$ cat src/pkg/rti_defs.svh
// Register indices, field positions, reset values and bus codes
`ifndef RTI_DEFS_SVH
`define RTI_DEFS_SVH
`define RTI_IDX_CFG      8'h30
`define RTI_IDX_SRC      8'h31
`define RTI_IDX_XH       8'h32
`define RTI_IDX_XL       8'h33
`define RTI_IDX_YH       8'h34
`define RTI_IDX_YL       8'h35
`define RTI_IDX_ZH       8'h36
`define RTI_IDX_ZL       8'h37
`define RTI_IDX_DUR      8'h38
`define RTI_IDX_IST      8'h3A
`define RTI_IDX_IMSK     8'h3B
`define RTI_CFG_ANDOR    7
`define RTI_CFG_LATCH    6
`define RTI_DUR_WAIT     7
`define RTI_IST_RISE     0
`define RTI_IST_FALL     1
`define RTI_RST_BYTE     8'h00
`define RTI_RST_HIGH     7'h00
`define RTI_RST_IRQ2     2'h0
`define RTI_RESP_OKAY    2'h0
`define RTI_RESP_SLVERR  2'h2
`endif

$ cat src/pkg/rti_pkg.sv
// Types of the rate threshold interrupt timing block
package rti_pkg;
	typedef enum logic [0:0] {
		RTI_IDLE   = 1'b0,
		RTI_ACTIVE = 1'b1
	} rti_phase_t;

	typedef struct packed {
		logic [7:0] cfg;
		logic [6:0] xHi;
		logic [7:0] xLo;
		logic [6:0] yHi;
		logic [7:0] yLo;
		logic [6:0] zHi;
		logic [7:0] zLo;
		logic [7:0] dur;
		rti_phase_t phase;
		logic [6:0] count;
		logic       latched;
		logic [5:0] flags;
		logic [1:0] status;
		logic [1:0] mask;
		logic       awTaken;
		logic       wTaken;
		logic [7:0] awIdx;
		logic [7:0] wData;
		logic       wEn;
		logic       bvalid;
		logic [1:0] bresp;
		logic       rvalid;
		logic [1:0] rresp;
		logic [7:0] rdata;
	} rti_state_t;
endpackage

$ cat src/hdl/rti_core.sv
// Threshold event timing, latch and source flags behind an AXI4-Lite slave
`timescale 1ns/100ps
`default_nettype none
`include "rti_defs.svh"

// Function
// - Y threshold low byte register, eight bits, resets to zero.
// - Z threshold high register: bit 7 unused, bits 6..0 threshold bits 14..8.
// - Z threshold low byte register, eight bits, resets to zero.
// - Duration register: wait enable bit 7, seven-bit count below, reset zero.
// - Event recognised only after condition persists for the duration count.
// - Duration is counted in output samples, so it scales with data rate.
// - Wait clear: interrupt drops as soon as signal crosses back.
// - Wait set: interrupt drops only after duration samples counted past crossing.
// - Per-axis high and low enables, event when rate above or below threshold.
// - Enabled events combined by OR when combination bit zero, AND when one.
// - Latched mode holds interrupt until source read; read clears and refreshes flags.
// - Read-only source register: active flag plus per-axis high and low flags.
module rti_core
	import rti_pkg::*;
#(
	parameter int ADDR_W = 12
) (
	input  wire logic              clk,
	input  wire logic              reset,
	input  wire logic              sampleStrobe,
	input  wire logic [15:0]       xRate,
	input  wire logic [15:0]       yRate,
	input  wire logic [15:0]       zRate,
	output logic                   firstEventOutput,
	output logic                   irqOut,
	input  wire logic [ADDR_W-1:0] s_axi_awaddr,
	input  wire logic              s_axi_awvalid,
	output logic                   s_axi_awready,
	input  wire logic [31:0]       s_axi_wdata,
	input  wire logic [3:0]        s_axi_wstrb,
	input  wire logic              s_axi_wvalid,
	output logic                   s_axi_wready,
	output logic [1:0]             s_axi_bresp,
	output logic                   s_axi_bvalid,
	input  wire logic              s_axi_bready,
	input  wire logic [ADDR_W-1:0] s_axi_araddr,
	input  wire logic              s_axi_arvalid,
	output logic                   s_axi_arready,
	output logic [31:0]            s_axi_rdata,
	output logic [1:0]             s_axi_rresp,
	output logic                   s_axi_rvalid,
	input  wire logic              s_axi_rready
);

////////////////////////////////////////////////////////////////////////////////

	rti_state_t s;
	rti_state_t next_s;
	logic [15:0] rateAxis [3];
	logic [14:0] limitAxis [3];
	logic [5:0]  events;
	logic [5:0]  liveFlags;
	logic        condition;
	logic        rise;
	logic        fall;
	logic        srcRead;
	logic        doWrite;
	logic [7:0]  arIdx;

	assign rateAxis[0] = xRate;
	assign rateAxis[1] = yRate;
	assign rateAxis[2] = zRate;
	assign limitAxis[0] = {s.xHi, s.xLo};
	assign limitAxis[1] = {s.yHi, s.yLo};
	assign limitAxis[2] = {s.zHi, s.zLo};

	// Bit 2a is the low event, 2a+1 the high event, matching the enables
	for (genvar a = 0; a < 3; a++) begin : g_axis
		assign events[2*a+1] = $signed(rateAxis[a]) > $signed({1'b0, limitAxis[a]});
		assign events[2*a]   = $signed(rateAxis[a]) < $signed({1'b0, limitAxis[a]});
	end

	assign liveFlags = events & s.cfg[5:0];

	// With nothing enabled the AND form would be vacuously true; treat as no event
	always_comb begin
		if (s.cfg[`RTI_CFG_ANDOR]) begin
			condition = (s.cfg[5:0] != 6'h00) && ((events & s.cfg[5:0]) == s.cfg[5:0]);
		end else begin
			condition = |liveFlags;
		end
	end

	assign arIdx   = s_axi_araddr[9:2];
	assign srcRead = s_axi_arvalid && s_axi_arready && (arIdx == `RTI_IDX_SRC);
	assign doWrite = s.awTaken && s.wTaken;

////////////////////////////////////////////////////////////////////////////////

	function automatic logic [8:0] read_reg(input logic [7:0] idx, input rti_state_t st,
		input logic [5:0] live);
		logic       ia;
		logic [5:0] fl;
		ia = st.cfg[`RTI_CFG_LATCH] ? st.latched : (st.phase == RTI_ACTIVE);
		fl = st.cfg[`RTI_CFG_LATCH] ? st.flags : live;
		case (idx)
			`RTI_IDX_CFG:  read_reg = {1'b1, st.cfg};
			`RTI_IDX_SRC:  read_reg = {1'b1, 1'b0, ia, fl};
			`RTI_IDX_XH:   read_reg = {1'b1, 1'b0, st.xHi};
			`RTI_IDX_XL:   read_reg = {1'b1, st.xLo};
			`RTI_IDX_YH:   read_reg = {1'b1, 1'b0, st.yHi};
			`RTI_IDX_YL:   read_reg = {1'b1, st.yLo};
			`RTI_IDX_ZH:   read_reg = {1'b1, 1'b0, st.zHi};
			`RTI_IDX_ZL:   read_reg = {1'b1, st.zLo};
			`RTI_IDX_DUR:  read_reg = {1'b1, st.dur};
			`RTI_IDX_IST:  read_reg = {1'b1, 6'h00, st.status};
			`RTI_IDX_IMSK: read_reg = {1'b1, 6'h00, st.mask};
			default:       read_reg = 9'h000;
		endcase
	endfunction

////////////////////////////////////////////////////////////////////////////////

	always_comb begin
		logic [8:0] rd;
		logic [1:0] w1c;
		rd = 9'h000;
		w1c = 2'h0;
		next_s = s;
		rise = 1'b0;
		fall = 1'b0;

		// Event timing advances only on sample strobes
		if (sampleStrobe) begin
			if (s.phase == RTI_IDLE) begin
				if (!condition) begin
					next_s.count = 7'h00;
				end else if (s.count >= s.dur[6:0]) begin
					next_s.phase = RTI_ACTIVE;
					next_s.count = 7'h00;
					rise = 1'b1;
				end else begin
					next_s.count = s.count + 7'h01;
				end
			end else begin
				if (condition) begin
					next_s.count = 7'h00;
				end else if (!s.dur[`RTI_DUR_WAIT]) begin
					next_s.phase = RTI_IDLE;
					fall = 1'b1;
				end else if (s.count >= s.dur[6:0]) begin
					next_s.phase = RTI_IDLE;
					next_s.count = 7'h00;
					fall = 1'b1;
				end else begin
					next_s.count = s.count + 7'h01;
				end
			end
		end

		// Read clears and refreshes; a recognition in the same cycle wins
		if (srcRead) begin
			next_s.latched = 1'b0;
			next_s.flags = liveFlags;
		end
		// Only latch in latched mode, so switching modes cannot raise a stale line
		if (rise && s.cfg[`RTI_CFG_LATCH]) begin
			next_s.latched = 1'b1;
			next_s.flags = liveFlags;
		end

		// Write channel: address and data taken independently
		if (s_axi_awvalid && s_axi_awready) begin
			next_s.awTaken = 1'b1;
			next_s.awIdx = s_axi_awaddr[9:2];
		end
		if (s_axi_wvalid && s_axi_wready) begin
			next_s.wTaken = 1'b1;
			next_s.wData = s_axi_wdata[7:0];
			next_s.wEn = s_axi_wstrb[0];
		end
		if (s.bvalid && s_axi_bready) begin
			next_s.bvalid = 1'b0;
		end
		if (doWrite) begin
			next_s.awTaken = 1'b0;
			next_s.wTaken = 1'b0;
			next_s.bvalid = 1'b1;
			next_s.bresp = `RTI_RESP_OKAY;
			case (s.awIdx)
				`RTI_IDX_CFG:  if (s.wEn) next_s.cfg = s.wData;
				`RTI_IDX_XH:   if (s.wEn) next_s.xHi = s.wData[6:0];
				`RTI_IDX_XL:   if (s.wEn) next_s.xLo = s.wData;
				`RTI_IDX_YH:   if (s.wEn) next_s.yHi = s.wData[6:0];
				`RTI_IDX_YL:   if (s.wEn) next_s.yLo = s.wData;
				`RTI_IDX_ZH:   if (s.wEn) next_s.zHi = s.wData[6:0];
				`RTI_IDX_ZL:   if (s.wEn) next_s.zLo = s.wData;
				`RTI_IDX_DUR:  if (s.wEn) next_s.dur = s.wData;
				`RTI_IDX_IST:  if (s.wEn) w1c = s.wData[1:0];
				`RTI_IDX_IMSK: if (s.wEn) next_s.mask = s.wData[1:0];
				// Source register is read-only; a write is accepted and dropped
				`RTI_IDX_SRC:  w1c = 2'h0;
				default:       next_s.bresp = `RTI_RESP_SLVERR;
			endcase
		end

		// Sticky status, set beats write-one-to-clear
		next_s.status = (s.status & ~w1c) | {fall, rise};

		// Read channel
		if (s.rvalid && s_axi_rready) begin
			next_s.rvalid = 1'b0;
		end
		if (s_axi_arvalid && s_axi_arready) begin
			rd = read_reg(arIdx, s, liveFlags);
			next_s.rvalid = 1'b1;
			next_s.rdata = rd[7:0];
			next_s.rresp = rd[8] ? `RTI_RESP_OKAY : `RTI_RESP_SLVERR;
		end
	end

	always_ff @(posedge clk) begin
		if (reset) begin
			s <= '{cfg: `RTI_RST_BYTE, xHi: `RTI_RST_HIGH, xLo: `RTI_RST_BYTE,
				yHi: `RTI_RST_HIGH, yLo: `RTI_RST_BYTE, zHi: `RTI_RST_HIGH,
				zLo: `RTI_RST_BYTE, dur: `RTI_RST_BYTE, phase: RTI_IDLE,
				count: `RTI_RST_HIGH, latched: 1'b0, flags: 6'h00,
				status: `RTI_RST_IRQ2, mask: `RTI_RST_IRQ2, awTaken: 1'b0,
				wTaken: 1'b0, awIdx: 8'h00, wData: 8'h00, wEn: 1'b0, bvalid: 1'b0,
				bresp: 2'h0, rvalid: 1'b0, rresp: 2'h0, rdata: 8'h00};
		end else begin
			s <= next_s;
		end
	end

////////////////////////////////////////////////////////////////////////////////

	// Outputs decode registered state only
	assign firstEventOutput = s.cfg[`RTI_CFG_LATCH] ? s.latched : (s.phase == RTI_ACTIVE);
	assign irqOut        = |(s.status & s.mask);
	assign s_axi_awready = !s.awTaken && !s.bvalid;
	assign s_axi_wready  = !s.wTaken && !s.bvalid;
	assign s_axi_bvalid  = s.bvalid;
	assign s_axi_bresp   = s.bresp;
	assign s_axi_arready = !s.rvalid;
	assign s_axi_rvalid  = s.rvalid;
	assign s_axi_rresp   = s.rresp;
	assign s_axi_rdata   = {24'h000000, s.rdata};

	logic regWrite;
	assign regWrite = doWrite && s.wEn;
endmodule // rti_core

`default_nettype wire

$ cat config.mk
export PLATFORM = sky130hd
export DESIGN_NAME = rti_core
export DESIGN_NICKNAME = d
export VERILOG_FILES = /design/src/pkg/rti_pkg.sv /design/src/hdl/rti_core.sv
export VERILOG_INCLUDE_DIRS = /design/src /design/src/pkg
export SDC_FILE = /design/constraint.sdc
export NUM_CORES = 1
export LEC_CHECK = 0
export BUFFER_PORTS_ARGS = -buffer_cell sky130_fd_sc_hd__buf_2
export CAP_MARGIN = 20
export CORE_ASPECT_RATIO = 1.4
export CORE_MARGIN = 4
export CORE_UTILIZATION = 59
export CTS_CLUSTER_DIAMETER = 30
export CTS_CLUSTER_SIZE = 40
export DETAILED_ROUTE_END_ITERATION = 6
export GPL_ROUTABILITY_DRIVEN = 1
export HOLD_SLACK_MARGIN = 0.08
export PLACE_DENSITY = 0.88
export RECOVER_POWER = 25
export SLEW_MARGIN = 20
export SYNTH_ARGS = -nofsm -noshare
export SYNTH_HDL_FRONTEND = slang
export SYNTH_SLANG_ARGS = --single-unit
$ cat constraint.sdc
create_clock -name clk -period 8.5 [get_ports clk]
set_input_delay 1.7 -clock clk [delete_from_list [all_inputs] [get_ports clk]]
set_output_delay 1.7 -clock clk [all_outputs]
set_load 0.03 [all_outputs]
* After elaboration in Yosys (flattened, before gate mapping) *
Cells that the tools add are included.

storage, ports and cells
  bits in registers = 113
  bits in latches = 0
  bits in writable memories = 0
  memory bits (read-only) = 0
  input bits = 116
  output and inout bits = 43
  word-level logic and storage cells = 126
  memories kept = 0

operators by class
  add/subtract/negate cells = 1
  $mul = 0
  div/mod/pow operators = 0
  order comparisons = 7
  equality and inequality tests = 24
  shift operators = 0
  mux-type cells = 32
  bitwise gates (word level) = 5
  reduce and logical (&&, ||, !) cells = 33

operators with widths
  cell                 count
  $eq 8x6->1 const B   22
  $pmux 9 s11          1
  $gt 16x16->1         3
  $lt 16x16->1         3
  $mux 7               6
  $reduce_and 3->1     9
  $mux 1               15
  $logic_and 1x1->1    11
  $mux 11              1
  $reduce_or 11->1     1
  $mux 2               5
  $mux 9               1
  $mux 8               1
  $add 7x1->7 const B  1
  $ge 7x7->1           1
  $and 6x6->6          1
  $eq 6x6->1           1
  $mux 6               1
  $reduce_bool 2->1    3
  $reduce_bool 6->1    1
  $reduce_or 6->1      1
  $and 2x2->2          2
  $logic_not 1->1      4
  $reduce_or 2->1      2
  other kinds (5)      5

* Depth between registers and ports, before layout *
Gate-level depths: netlist (run 1).

  depth after elaboration = 10
  depth in mapped cells = 12
  gate-level depth less buffers = 11

* Worst setup path after synthesis (run 1) *
No wires, ideal clock.

  path kind = input-to-reg
  start point = input xRate[14]
  end point = register s[47] in the netlist's numbering
  library setup time = 122 ps
  arrival time = 4297 ps
  data required time = 8378 ps
  slack = 4081 ps
  stages on the path = 10
  path buffers = 0
  path through = ha_1 -> nand4b_4 -> or4_1 -> a21oi_1 -> a211oi_2 -> mux2i_1 -> o41a_2 -> o211ai_1 -> nand2_1 -> a221o_1

between the ends
  cells in the longest elaborated chain, start to end = 7
  elaborated cells between the ends (all ways) = 12
  those cells by class = order compare: 2; eq/ne: 2; mux: 4; bitwise: 1; reduce/logical: 3

ends and longest elaborated chain
  item                                                  line                            source
  start, declared                                       rti_core.sv:27                  input wire logic [15:0] xRate,
  $lt 16x16->1 or $gt 16x16->1 (tied branches)          rti_core.sv:76, rti_core.sv:75
  $and 6x6->6 (*)                                       rti_core.sv:79, rti_core.sv:84
  $eq 6x6->1                                            rti_core.sv:84                  condition = (s.cfg[5:0] != 6'h00) && ((events & s.cfg[5:0]) == s.cfg[5:0]);
  $logic_and 1x1->1                                     rti_core.sv:84
  $mux 1 (*)                                            rti_core.sv:83                  if (s.cfg[`RTI_CFG_ANDOR]) begin
  $ne 3x1->1 (no line) (tied with other cells)          --
  $reduce_and 2->1 (no line) or $mux 8 (tied branches)  --
  end signal, assigned                                  rti_core.sv:220                 s <= '{cfg: `RTI_RST_BYTE, xHi: `RTI_RST_HIGH, xLo: `RTI_RST_BYTE,
  end signal, assigned                                  rti_core.sv:228                 s <= next_s;
  end, declared                                         rti_core.sv:53                  rti_state_t s;

Mark *: on every way between the ends. The rest lies on a longest branch, timed or not.
A chain may end at the register's enable or synchronous reset.

==> report_table.html, run 1 <==
<table>
<tr><th>Metric</th><th>Value</th></tr>
<tr><th colspan="2">CTS</th></tr>
<tr><td>Clock Tree Root</td><td>sky130_fd_sc_hd__clkbuf_16</td></tr>
<tr><td>Maximum clock insertion buffer count</td><td>2</td></tr>
<tr><td>Clock tree from TritonCTS</td><td>built</td></tr>
<tr><td>Number of buffers inserted during clock tree synthesis</td><td>9</td></tr>
<tr><td>H-tree lvl count</td><td>3</td></tr>
<tr><td>Number of hold-repair buffers added at the cts stage</td><td>0</td></tr>
<tr><td>Clock Sink Count</td><td>111</td></tr>
<tr><td>PostCTS Resize Cnt</td><td>0</td></tr>
<tr><td>Buffers inserted during post-CTS setup optimization</td><td>0</td></tr>
<tr><td>Clock latency on the worst-skew pair</td><td>0.36 ns</td></tr>
<tr><td>Clock transition at the registers of the reported paths</td><td>0.07 ns</td></tr>
<tr><th colspan="2">GRT</th></tr>
<tr><td>First-pass GRT wire length</td><td>27.5 mm</td></tr>
<tr><td>Final global-route overflow total</td><td>0</td></tr>
<tr><td>Number of global-route vias before repair</td><td>5763</td></tr>
<tr><td>Maximum number of pins on one net before global-route repair</td><td>110</td></tr>
<tr><td>Initial antenna violation count</td><td>0</td></tr>
<tr><td>Global-route total usage across every layer</td><td>25.8%</td></tr>
<tr><th colspan="2">Power and ir drop</th></tr>
<tr><td>Sequential Power Share</td><td>49.7%</td></tr>
<tr><td>Gate power share</td><td>10.4%</td></tr>
<tr><td>IR drop worst, VDD</td><td>0.0850 mV</td></tr>
<tr><td>Internal power consumption</td><td>805 uW</td></tr>
<tr><td>Static Leakage</td><td>0.00292 uW</td></tr>
<tr><td>Switch Pwr</td><td>288 uW</td></tr>
<tr><td>Net Sw Frac</td><td>26.3%</td></tr>
<tr><td>Areal power density over the cells</td><td>147 nW/um^2</td></tr>
<tr><td>Clock share of power</td><td>39.9%</td></tr>
<tr><th colspan="2">Placement</th></tr>
<tr><td>Placement-stage cell area</td><td>7110 sq um</td></tr>
<tr><td>Port bufs</td><td>97</td></tr>
<tr><td>Number of cells after detailed placement</td><td>1007</td></tr>
<tr><td>Final weighted congestion in routability-driven placement</td><td>0.929</td></tr>
<tr><td>Final HPWL DP</td><td>12.9 mm</td></tr>
<tr><th colspan="2">Floorplanning</th></tr>
<tr><td>Height of the die</td><td>135 um</td></tr>
<tr><td>Row cnt</td><td>45</td></tr>
<tr><td>Starting utilization of the core area</td><td>61.1%</td></tr>
<tr><td>Total core area</td><td>11000 sq um</td></tr>
<tr><td>Die Footprint</td><td>13200 sq um</td></tr>
<tr><td>Horizontal die dimension</td><td>98.4 um</td></tr>
<tr><td>Boundary pin count</td><td>159</td></tr>
<tr><th colspan="2">Setup path</th></tr>
<tr><td>Worst endpoint data arrival time</td><td>6.24 ns</td></tr>
<tr><td>Top fanout value on the critical path</td><td>109</td></tr>
<tr><td>Critical path capture point type</td><td>register</td></tr>
<tr><td>Data required time at the worst endpoint</td><td>8.74 ns</td></tr>
<tr><td>Startpoint-to-endpoint class of the critical path</td><td>in2reg</td></tr>
<tr><td>Worst setup SP type</td><td>primary input</td></tr>
<tr><td>Reg-to-reg slack, setup</td><td>4.65 ns</td></tr>
<tr><th colspan="2">STA</th></tr>
<tr><td>Number of max-slew violations in the final report</td><td>110</td></tr>
<tr><td>RSZ-0062 raised after global routing</td><td>no</td></tr>
<tr><td>Slew at the pin closest to its max-slew limit</td><td>4.60 ns</td></tr>
<tr><td>Clk_skew</td><td>0.00598 ns</td></tr>
<tr><td>Sum of negative setup slack</td><td>0 ns</td></tr>
<tr><td>Part of the cycle the worst path needs</td><td>70.5%</td></tr>
<tr><td>Final-layout worst hold slack</td><td>0.453 ns</td></tr>
<tr><td>Final setup violation count</td><td>0</td></tr>
<tr><td>Max Clock Freq</td><td>167 MHz</td></tr>
<tr><td>Hold violation count in the final report</td><td>0</td></tr>
<tr><td>Slew HR</td><td>-207%</td></tr>
<tr><td>Shortest period the worst path allows</td><td>5.99 ns</td></tr>
<tr><th colspan="2">Finish</th></tr>
<tr><td>Filler instances</td><td>905</td></tr>
<tr><td>Layout Cells excl Fill</td><td>1023</td></tr>
<tr><td>Fraction of the core area covered by cells at the end of the flow</td><td>67.2%</td></tr>
<tr><td>Post-route cell area</td><td>7410 sq um</td></tr>
<tr><td>Proportion of layout cells with a drive suffix above 1</td><td>16.0%</td></tr>
<tr><td>Relative area change from synthesis to final layout</td><td>9.87%</td></tr>
<tr><td>Total Nets Final</td><td>1046</td></tr>
<tr><td>Number of diodes added for antenna fixing</td><td>0</td></tr>
<tr><th colspan="2">Logic synthesis</th></tr>
<tr><td>Post-Synthesis Cells</td><td>814</td></tr>
<tr><td>Async set-reset flop share out of synthesis</td><td>0%</td></tr>
<tr><td>Synthesized area</td><td>6750 sq um</td></tr>
<tr><td>Most common flop cell mapped by yosys</td><td>sky130_fd_sc_hd__dfxtp_1</td></tr>
<tr><td>Register area share after synthesis</td><td>32.9%</td></tr>
<tr><td>Synth cell types</td><td>58</td></tr>
<tr><td>Post-synth EDFFs</td><td>0</td></tr>
<tr><td>Synthesized area divided by synthesized cell count</td><td>8.29 sq um</td></tr>
<tr><td>Number of register bits inferred by synthesis</td><td>111</td></tr>
<tr><td>Count of yosys warnings during synthesis</td><td>0</td></tr>
<tr><th colspan="2">Drt</th></tr>
<tr><td>Average via count per standard cell</td><td>6.01</td></tr>
<tr><td>Final WL</td><td>17.6 mm</td></tr>
<tr><td>First DRT Iteration DRCs</td><td>511</td></tr>
<tr><td>Detailed-route via count</td><td>6149</td></tr>
<tr><td>Number of search-and-repair iterations in the first detailed-routing pass</td><td>6</td></tr>
<tr><td>Routed WL per cell</td><td>17.2 um</td></tr>
<tr><td>Post-route DRC</td><td>0</td></tr>
<tr><td>Count of antenna-violating nets left after detailed routing</td><td>0</td></tr>
<tr><th colspan="2">Hold path</th></tr>
<tr><td>HP Class</td><td>reg2reg</td></tr>
<tr><th colspan="2">Flow run</th></tr>
<tr><td>Number of violations of the max-capacitance limit</td><td>1</td></tr>
<tr><th colspan="2">Run status</th></tr>
<tr><td>Violated checks</td><td>capacitance limit, slew limit</td></tr>
<tr><td>Outcome</td><td>complete, but fails checks</td></tr>
</table>
## stage by stage
stage	worst slack (ns)	power, uW
3_5_place_dp	3.45	666
4_1_cts	3.81	1090
5_1_grt	2.09	1130
2_1_floorplan	4.08	637
3_3_place_gp	3.48	663
6_report	2.51	1090
## metal layers
layer / routed length [um] / global-route usage [%]
met1: 6360 / 28.8
met2: 8780 / 46.0
met5: 0 / 0
met4: 961 / 15.3
met3: 1460 / 3.77
## path summary, 6_finish.rpt
check	start	to	cells past startpoint
worst max-delay path	reset	s[48]	5
worst min-delay path	s[14]	s[14]	2
worst max register to register	limitAxis[28]	s[40]	11
worst min register to register	s[14]	s[14]	2
## registers in the layout, summed over array words and instances (netlist names)
signal	cells
s_axi_bvalid	1
s_axi_rdata	8
s_axi_rvalid	1
limitAxis	45
s	54
s_axi_rresp	1
s_axi_bresp	1
## cell type report
type / count / area, sq um / area share, %
clock buffers: 10 / 239 / 3.22
multi-input cells: 594 / 3980 / 53.7
clock inverters: 6 / 68.8 / 0.929
repair buffers: 98 / 492 / 6.64
well taps: 141 / 176 / 2.38
flip-flops and latches: 111 / 2220 / 30.0
inverters: 63 / 236 / 3.19
## synthesized netlist by cell type (all sizes together) (3+ instances only)
library cell / count / area [sq um]
o211ai: 4 / 30.0
or3: 5 / 31.3
a22oi: 15 / 113
a22o: 5 / 43.8
nand2: 94 / 353
nor4: 7 / 50.1
o21a: 4 / 30.0
buf: 40 / 288
clkbuf: 31 / 116
mux4: 8 / 180
mux2i: 56 / 561
nor2b: 7 / 43.8
ha: 53 / 663
nand4b: 3 / 56.3
a221oi: 3 / 26.3
nand4: 13 / 81.3
and2: 3 / 18.8
nand2b: 7 / 43.8
a211oi: 13 / 113
nor2: 83 / 312
a21o: 8 / 60.1
mux2: 4 / 45.0
o41ai: 3 / 45.1
nor3: 6 / 35.0
or4: 3 / 22.5
o21ai: 33 / 165
nand3: 34 / 170
nor3b: 3 / 22.5
a21oi: 67 / 339
inv: 63 / 236
dfxtp: 111 / 2220
## cells by family (layout without fill, tap and decap cells)
group / Yosys count / count (layout) / synth area share, %
mux: 68 / 68 / 11.6
xor+xnor: 2 / 2 / 0.260
other cells: 1 / 26 / 0.0556
flops: 111 / 111 / 32.9
fa+ha+maj: 53 / 53 / 9.83
buf+inv: 134 / 177 / 9.50
simple gates: 274 / 274 / 19.1
compound gates: 171 / 171 / 16.7
## cell usage in the layout (no fill, tap or decap), drive strengths merged, types with 5 or more instances in the layout
cell / n
inv: 64
a211oi: 13
conb: 26
nand3: 34
ha: 53
nor4: 7
a21oi: 67
buf: 97
a22oi: 15
nor2: 83
clkbuf: 11
mux4: 8
dfxtp: 111
or3: 5
o21ai: 33
mux2i: 56
a21o: 8
nand2b: 7
nand4: 13
nor3: 6
a22o: 5
nor2b: 7
nand2: 94
## power by group through the flow
stage / clock network (uW) / registers, uW / logic, uW
after CTS: 438 / 542 / 113
after detailed placement: 0 / 554 / 112
after global routing: 463 / 543 / 126
after floorplan: 0 / 544 / 92.8
final: 437 / 543 / 114
after global placement: 0 / 554 / 110
## worst max-delay path, cell delays in order
cell	delay (ns)
sky130_fd_sc_hd__clkbuf_1	3.15
sky130_fd_sc_hd__a211oi_1	0.36
sky130_fd_sc_hd__o211ai_1	0.39
sky130_fd_sc_hd__nand2_1	0.19
sky130_fd_sc_hd__a221o_1	0.35
Power figures use the tool's default switching activity.
==> run 2: changes to the inputs <==
--- a/config.mk
+++ b/config.mk
@@ -10,13 +10,13 @@
 export CAP_MARGIN = 20
 export CORE_ASPECT_RATIO = 1.4
 export CORE_MARGIN = 4
-export CORE_UTILIZATION = 59
+export CORE_UTILIZATION = 49
 export CTS_CLUSTER_DIAMETER = 30
 export CTS_CLUSTER_SIZE = 40
 export DETAILED_ROUTE_END_ITERATION = 6
 export GPL_ROUTABILITY_DRIVEN = 1
 export HOLD_SLACK_MARGIN = 0.08
-export PLACE_DENSITY = 0.88
+export PLACE_DENSITY = 0.78
 export RECOVER_POWER = 25
 export SLEW_MARGIN = 20
 export SYNTH_ARGS = -nofsm -noshare
==> constraint.sdc (replaced) <==
create_clock -name clk -period 5 [get_ports clk]
set_input_delay 1 -clock clk [delete_from_list [all_inputs] [get_ports clk]]
set_output_delay 1 -clock clk [all_outputs]
set_load 0.03 [all_outputs]
==> run 2 against run 1 <==
  * The run still ends with capacitance limit, slew limit left
  * Critical path depth up 6
  * Global-route usage fell by 3.4 points
  * Core utilization shrank 12 points
  * Non-clock buffer count up 3
  * Hold slack gained 0.0032 ns
  * Total power increased by 72%
==> report_table.html, run 2 (same netlist as run 1, synthesis figures left out) <==
<table>
<tr><th>Metric</th><th>Value</th></tr>
<tr><th colspan="2">Setup path</th></tr>
<tr><td>R2r worst-path depth</td><td>11 (unchanged)</td></tr>
<tr><td>Worst path cell trace</td><td>buf_2 -&gt; ha_1 -&gt; a21o_1 -&gt; a211oi_1 -&gt; o211ai_1 -&gt; o31ai_1 -&gt; o22ai_1 -&gt; or4_1 -&gt; a211o_4 -&gt; nand3_1 -&gt; a21oi_1</td></tr>
<tr><td>Startpoint-to-endpoint class of the critical path</td><td>in2reg</td></tr>
<tr><td>Top fanout value on the critical path</td><td>8 (-93%)</td></tr>
<tr><td>Capture instance of the worst register-to-register path</td><td>s[38]</td></tr>
<tr><td>Worst endpoint data arrival time</td><td>4.20 ns (-2.04 ns)</td></tr>
<tr><td>Largest stage delay on the critical path</td><td>0.75 ns (-2.40 ns)</td></tr>
<tr><td>Worst setup SP type</td><td>primary input</td></tr>
<tr><td>Critical path's slowest cell</td><td>sky130_fd_sc_hd__or4_1</td></tr>
<tr><td>R2R Path Start</td><td>limitAxis[28]</td></tr>
<tr><td>Critical path capture point type</td><td>register</td></tr>
<tr><td>Reg-to-reg slack, setup</td><td>1.25 ns (-3.40 ns)</td></tr>
<tr><td>Data required time at the worst endpoint</td><td>5.13 ns (-3.61 ns)</td></tr>
<tr><th colspan="2">Flow run</th></tr>
<tr><td>Number of violations of the max-capacitance limit</td><td>1 (unchanged)</td></tr>
<tr><th colspan="2">Power and ir drop</th></tr>
<tr><td>IR drop worst, VDD</td><td>0.149 mV (+76%)</td></tr>
<tr><td>Static Leakage</td><td>0.00289 uW (-1.0%)</td></tr>
<tr><td>Areal power density over the cells</td><td>252 nW/um^2 (+71%)</td></tr>
<tr><th colspan="2">Placement</th></tr>
<tr><td>Final weighted congestion in routability-driven placement</td><td>0.914 (-1.5%)</td></tr>
<tr><td>Port bufs</td><td>97 (unchanged)</td></tr>
<tr><td>Final HPWL DP</td><td>13.1 mm (+1.9%)</td></tr>
<tr><td>Placement-stage cell area</td><td>7180 sq um (+1.0%)</td></tr>
<tr><th colspan="2">Run status</th></tr>
<tr><td>Outcome</td><td>complete, but fails checks</td></tr>
<tr><td>Violated checks</td><td>capacitance limit, slew limit</td></tr>
<tr><th colspan="2">Floorplanning</th></tr>
<tr><td>Die Footprint</td><td>15700 sq um (+19%)</td></tr>
<tr><td>Boundary pin count</td><td>159 (unchanged)</td></tr>
<tr><td>Height of the die</td><td>147 um (+9.2%)</td></tr>
<tr><td>Total core area</td><td>13500 sq um (+22%)</td></tr>
<tr><td>Row cnt</td><td>50 (+11%)</td></tr>
<tr><td>Horizontal die dimension</td><td>107 um (+8.9%)</td></tr>
<tr><td>Starting utilization of the core area</td><td>50.1% (-11 points)</td></tr>
<tr><th colspan="2">Finish</th></tr>
<tr><td>Number of flip-flops under the largest register name</td><td>54 (unchanged)</td></tr>
<tr><td>Reg with most FFs</td><td>s</td></tr>
<tr><td>Total Nets Final</td><td>1049 (+0.29%)</td></tr>
<tr><td>Most used cells in the layout excluding fill and tap cells</td><td>sky130_fd_sc_hd__dfxtp_1, sky130_fd_sc_hd__nand2_1, sky130_fd_sc_hd__buf_2</td></tr>
<tr><td>Proportion of layout cells with a drive suffix above 1</td><td>14.7% (-1.3 points)</td></tr>
<tr><td>Filler instances</td><td>1271 (+40%)</td></tr>
<tr><td>Relative area change from synthesis to final layout</td><td>10.7%</td></tr>
<tr><td>Register area</td><td>2220 sq um (unchanged)</td></tr>
<tr><td>Most common cell after layout, fill and taps aside</td><td>sky130_fd_sc_hd__dfxtp_1</td></tr>
<tr><td>Area used by multi-input combinational logic</td><td>3980 sq um (unchanged)</td></tr>
<tr><td>Post-route cell area</td><td>7470 sq um (+0.79%)</td></tr>
<tr><td>Number of diodes added for antenna fixing</td><td>0 (unchanged)</td></tr>
<tr><th colspan="2">STA</th></tr>
<tr><td>Part of the cycle the worst path needs</td><td>81.3%</td></tr>
<tr><td>Final setup violation count</td><td>0 (unchanged)</td></tr>
<tr><td>Shortest period the worst path allows</td><td>4.06 ns</td></tr>
<tr><td>Number of max-slew violations in the final report</td><td>103 (-6.4%)</td></tr>
<tr><td>Hold violation count in the final report</td><td>0 (unchanged)</td></tr>
<tr><td>RSZ-0062 raised after global routing</td><td>no</td></tr>
<tr><td>Slew HR</td><td>-39.7% (+170 points)</td></tr>
<tr><td>Slew at the pin closest to its max-slew limit</td><td>2.10 ns (-2.51 ns)</td></tr>
<tr><td>Max Clock Freq</td><td>246 MHz</td></tr>
<tr><td>Clk_skew</td><td>0.00894 ns (+0.00296 ns)</td></tr>
<tr><td>Sum of negative setup slack</td><td>0 ns (unchanged)</td></tr>
<tr><th colspan="2">Drt</th></tr>
<tr><td>Post-route DRC</td><td>0 (unchanged)</td></tr>
<tr><td>Average via count per standard cell</td><td>5.59 (-7.0%)</td></tr>
<tr><td>Number of search-and-repair iterations in the first detailed-routing pass</td><td>5 (-1)</td></tr>
<tr><td>Count of antenna-violating nets left after detailed routing</td><td>0 (unchanged)</td></tr>
<tr><td>First DRT Iteration DRCs</td><td>399 (-22%)</td></tr>
<tr><td>Detailed-route via count</td><td>5961 (-3.1%)</td></tr>
<tr><td>Routed WL per cell</td><td>16.5 um (-4.1%)</td></tr>
<tr><td>Final WL</td><td>17.6 mm (about the same)</td></tr>
<tr><th colspan="2">Hold path</th></tr>
<tr><td>Startpoint of the lowest-slack hold path</td><td>s_axi_rresp[1]</td></tr>
<tr><td>HP Class</td><td>reg2reg</td></tr>
<tr><td>Number of cells on the worst hold path</td><td>2 (unchanged)</td></tr>
<tr><td>Endpoint of the worst hold path</td><td>s_axi_rresp[1]</td></tr>
<tr><th colspan="2">CTS</th></tr>
<tr><td>Clock Tree Root</td><td>sky130_fd_sc_hd__clkbuf_16</td></tr>
<tr><td>PostCTS Resize Cnt</td><td>0 (unchanged)</td></tr>
<tr><td>H-tree lvl count</td><td>3 (unchanged)</td></tr>
<tr><td>Number of buffers inserted during clock tree synthesis</td><td>9 (unchanged)</td></tr>
<tr><td>Number of hold-repair buffers added at the cts stage</td><td>0 (unchanged)</td></tr>
<tr><td>Clock transition at the registers of the reported paths</td><td>0.08 ns (about the same)</td></tr>
<tr><td>Buffers inserted during post-CTS setup optimization</td><td>0 (unchanged)</td></tr>
<tr><td>Clock Sink Count</td><td>111 (unchanged)</td></tr>
<tr><td>Clock latency on the worst-skew pair</td><td>0.35 ns (about the same)</td></tr>
<tr><td>Maximum clock insertion buffer count</td><td>2 (unchanged)</td></tr>
<tr><td>Clock tree from TritonCTS</td><td>built</td></tr>
<tr><th colspan="2">GRT</th></tr>
<tr><td>Final global-route overflow total</td><td>0 (unchanged)</td></tr>
<tr><td>First-pass GRT wire length</td><td>28.1 mm (+2.3%)</td></tr>
<tr><td>Maximum number of pins on one net before global-route repair</td><td>103 (-6.4%)</td></tr>
<tr><td>Initial antenna violation count</td><td>0 (unchanged)</td></tr>
<tr><td>Global-route total usage across every layer</td><td>22.3% (-3.4 points)</td></tr>
<tr><td>Number of global-route vias before repair</td><td>5718 (-0.78%)</td></tr>
</table>
-- run 2: cell count changes in the layout (fill, tap and decap cells not counted), sizes merged --
cell / previous run / this run
buf: 97 / 87
bufinv: 1 / 2
clkbuf: 11 / 24
clkinvlp: 3 / 1
-- run 2: where the power goes --
part / internal, uW / switching [uW] / leakage (uW) / total (uW)
combinational: 67.1 / 125 / 0.00184 / 192
sequential: 896 / 27.2 / 0.000898 / 923
clock: 438 / 330 / 0.000149 / 768
total: 1400 / 482 / 0.00289 / 1880
-- run 2: final cells by class --
type / count / share of cell area (%)
Sequential cell: 111 / 29.7
Multi-Input combinational cell: 594 / 53.2
Inverter: 63 / 3.17
Tap cell: 182 / 3.05
Timing Repair Buffer: 101 / 6.65
Clock buffer: 10 / 3.07
Clock inverter: 5 / 1.09
-- run 2: worst max-delay path, delay by kind of cell --
family	cells	cell delay (ns)
AND/OR/NAND/NOR	2	0.86
buffers and inverters	1	0.10
AO/OA/AOI/OAI	7	1.94
adder cells (fa/ha/maj)	1	0.30
-- run 2: per-stage QoR --
step | utilization, % | total power (uW) | setup slack, ns | std cells | hold WS [ns]
finish | 55.5 | 1880 | 0.936 | 1066 | 0.456
global route | 55.5 | 1940 | 0.750 | 1066 | 0.482
CTS | 55.7 | 1880 | 0.986 | 1066 | 0.456
detailed placement | 53.4 | 1140 | 0.667 | 1051 | 0.444
global placement | 53.4 | 1130 | 0.697 | 1051 | 0.442
floorplan | - | 1080 | 1.28 | 839 | 0.432
-- run 2: worst max path at each step --
stage	startpoint	endpoint	slack, ns	cells past startpoint
floorplan	xRate[14]	s[47]	1.28	10
global placement	yRate[13]	s[37]	0.70	11
detailed placement	yRate[13]	s[37]	0.67	11
CTS	yRate[13]	s[47]	0.99	11
global route	yRate[13]	s[39]	0.75	11
finish	yRate[13]	s[38]	0.94	11
-- run 2: layer usage --
metal	global-route usage, %	vias to the layer above	wire length (um)
li1	-	2937	-
met1	26.6	2777	7010
met2	39.3	209	8850
met3	3.30	38	1150
met4	9.92	0	546
met5	0	-	0
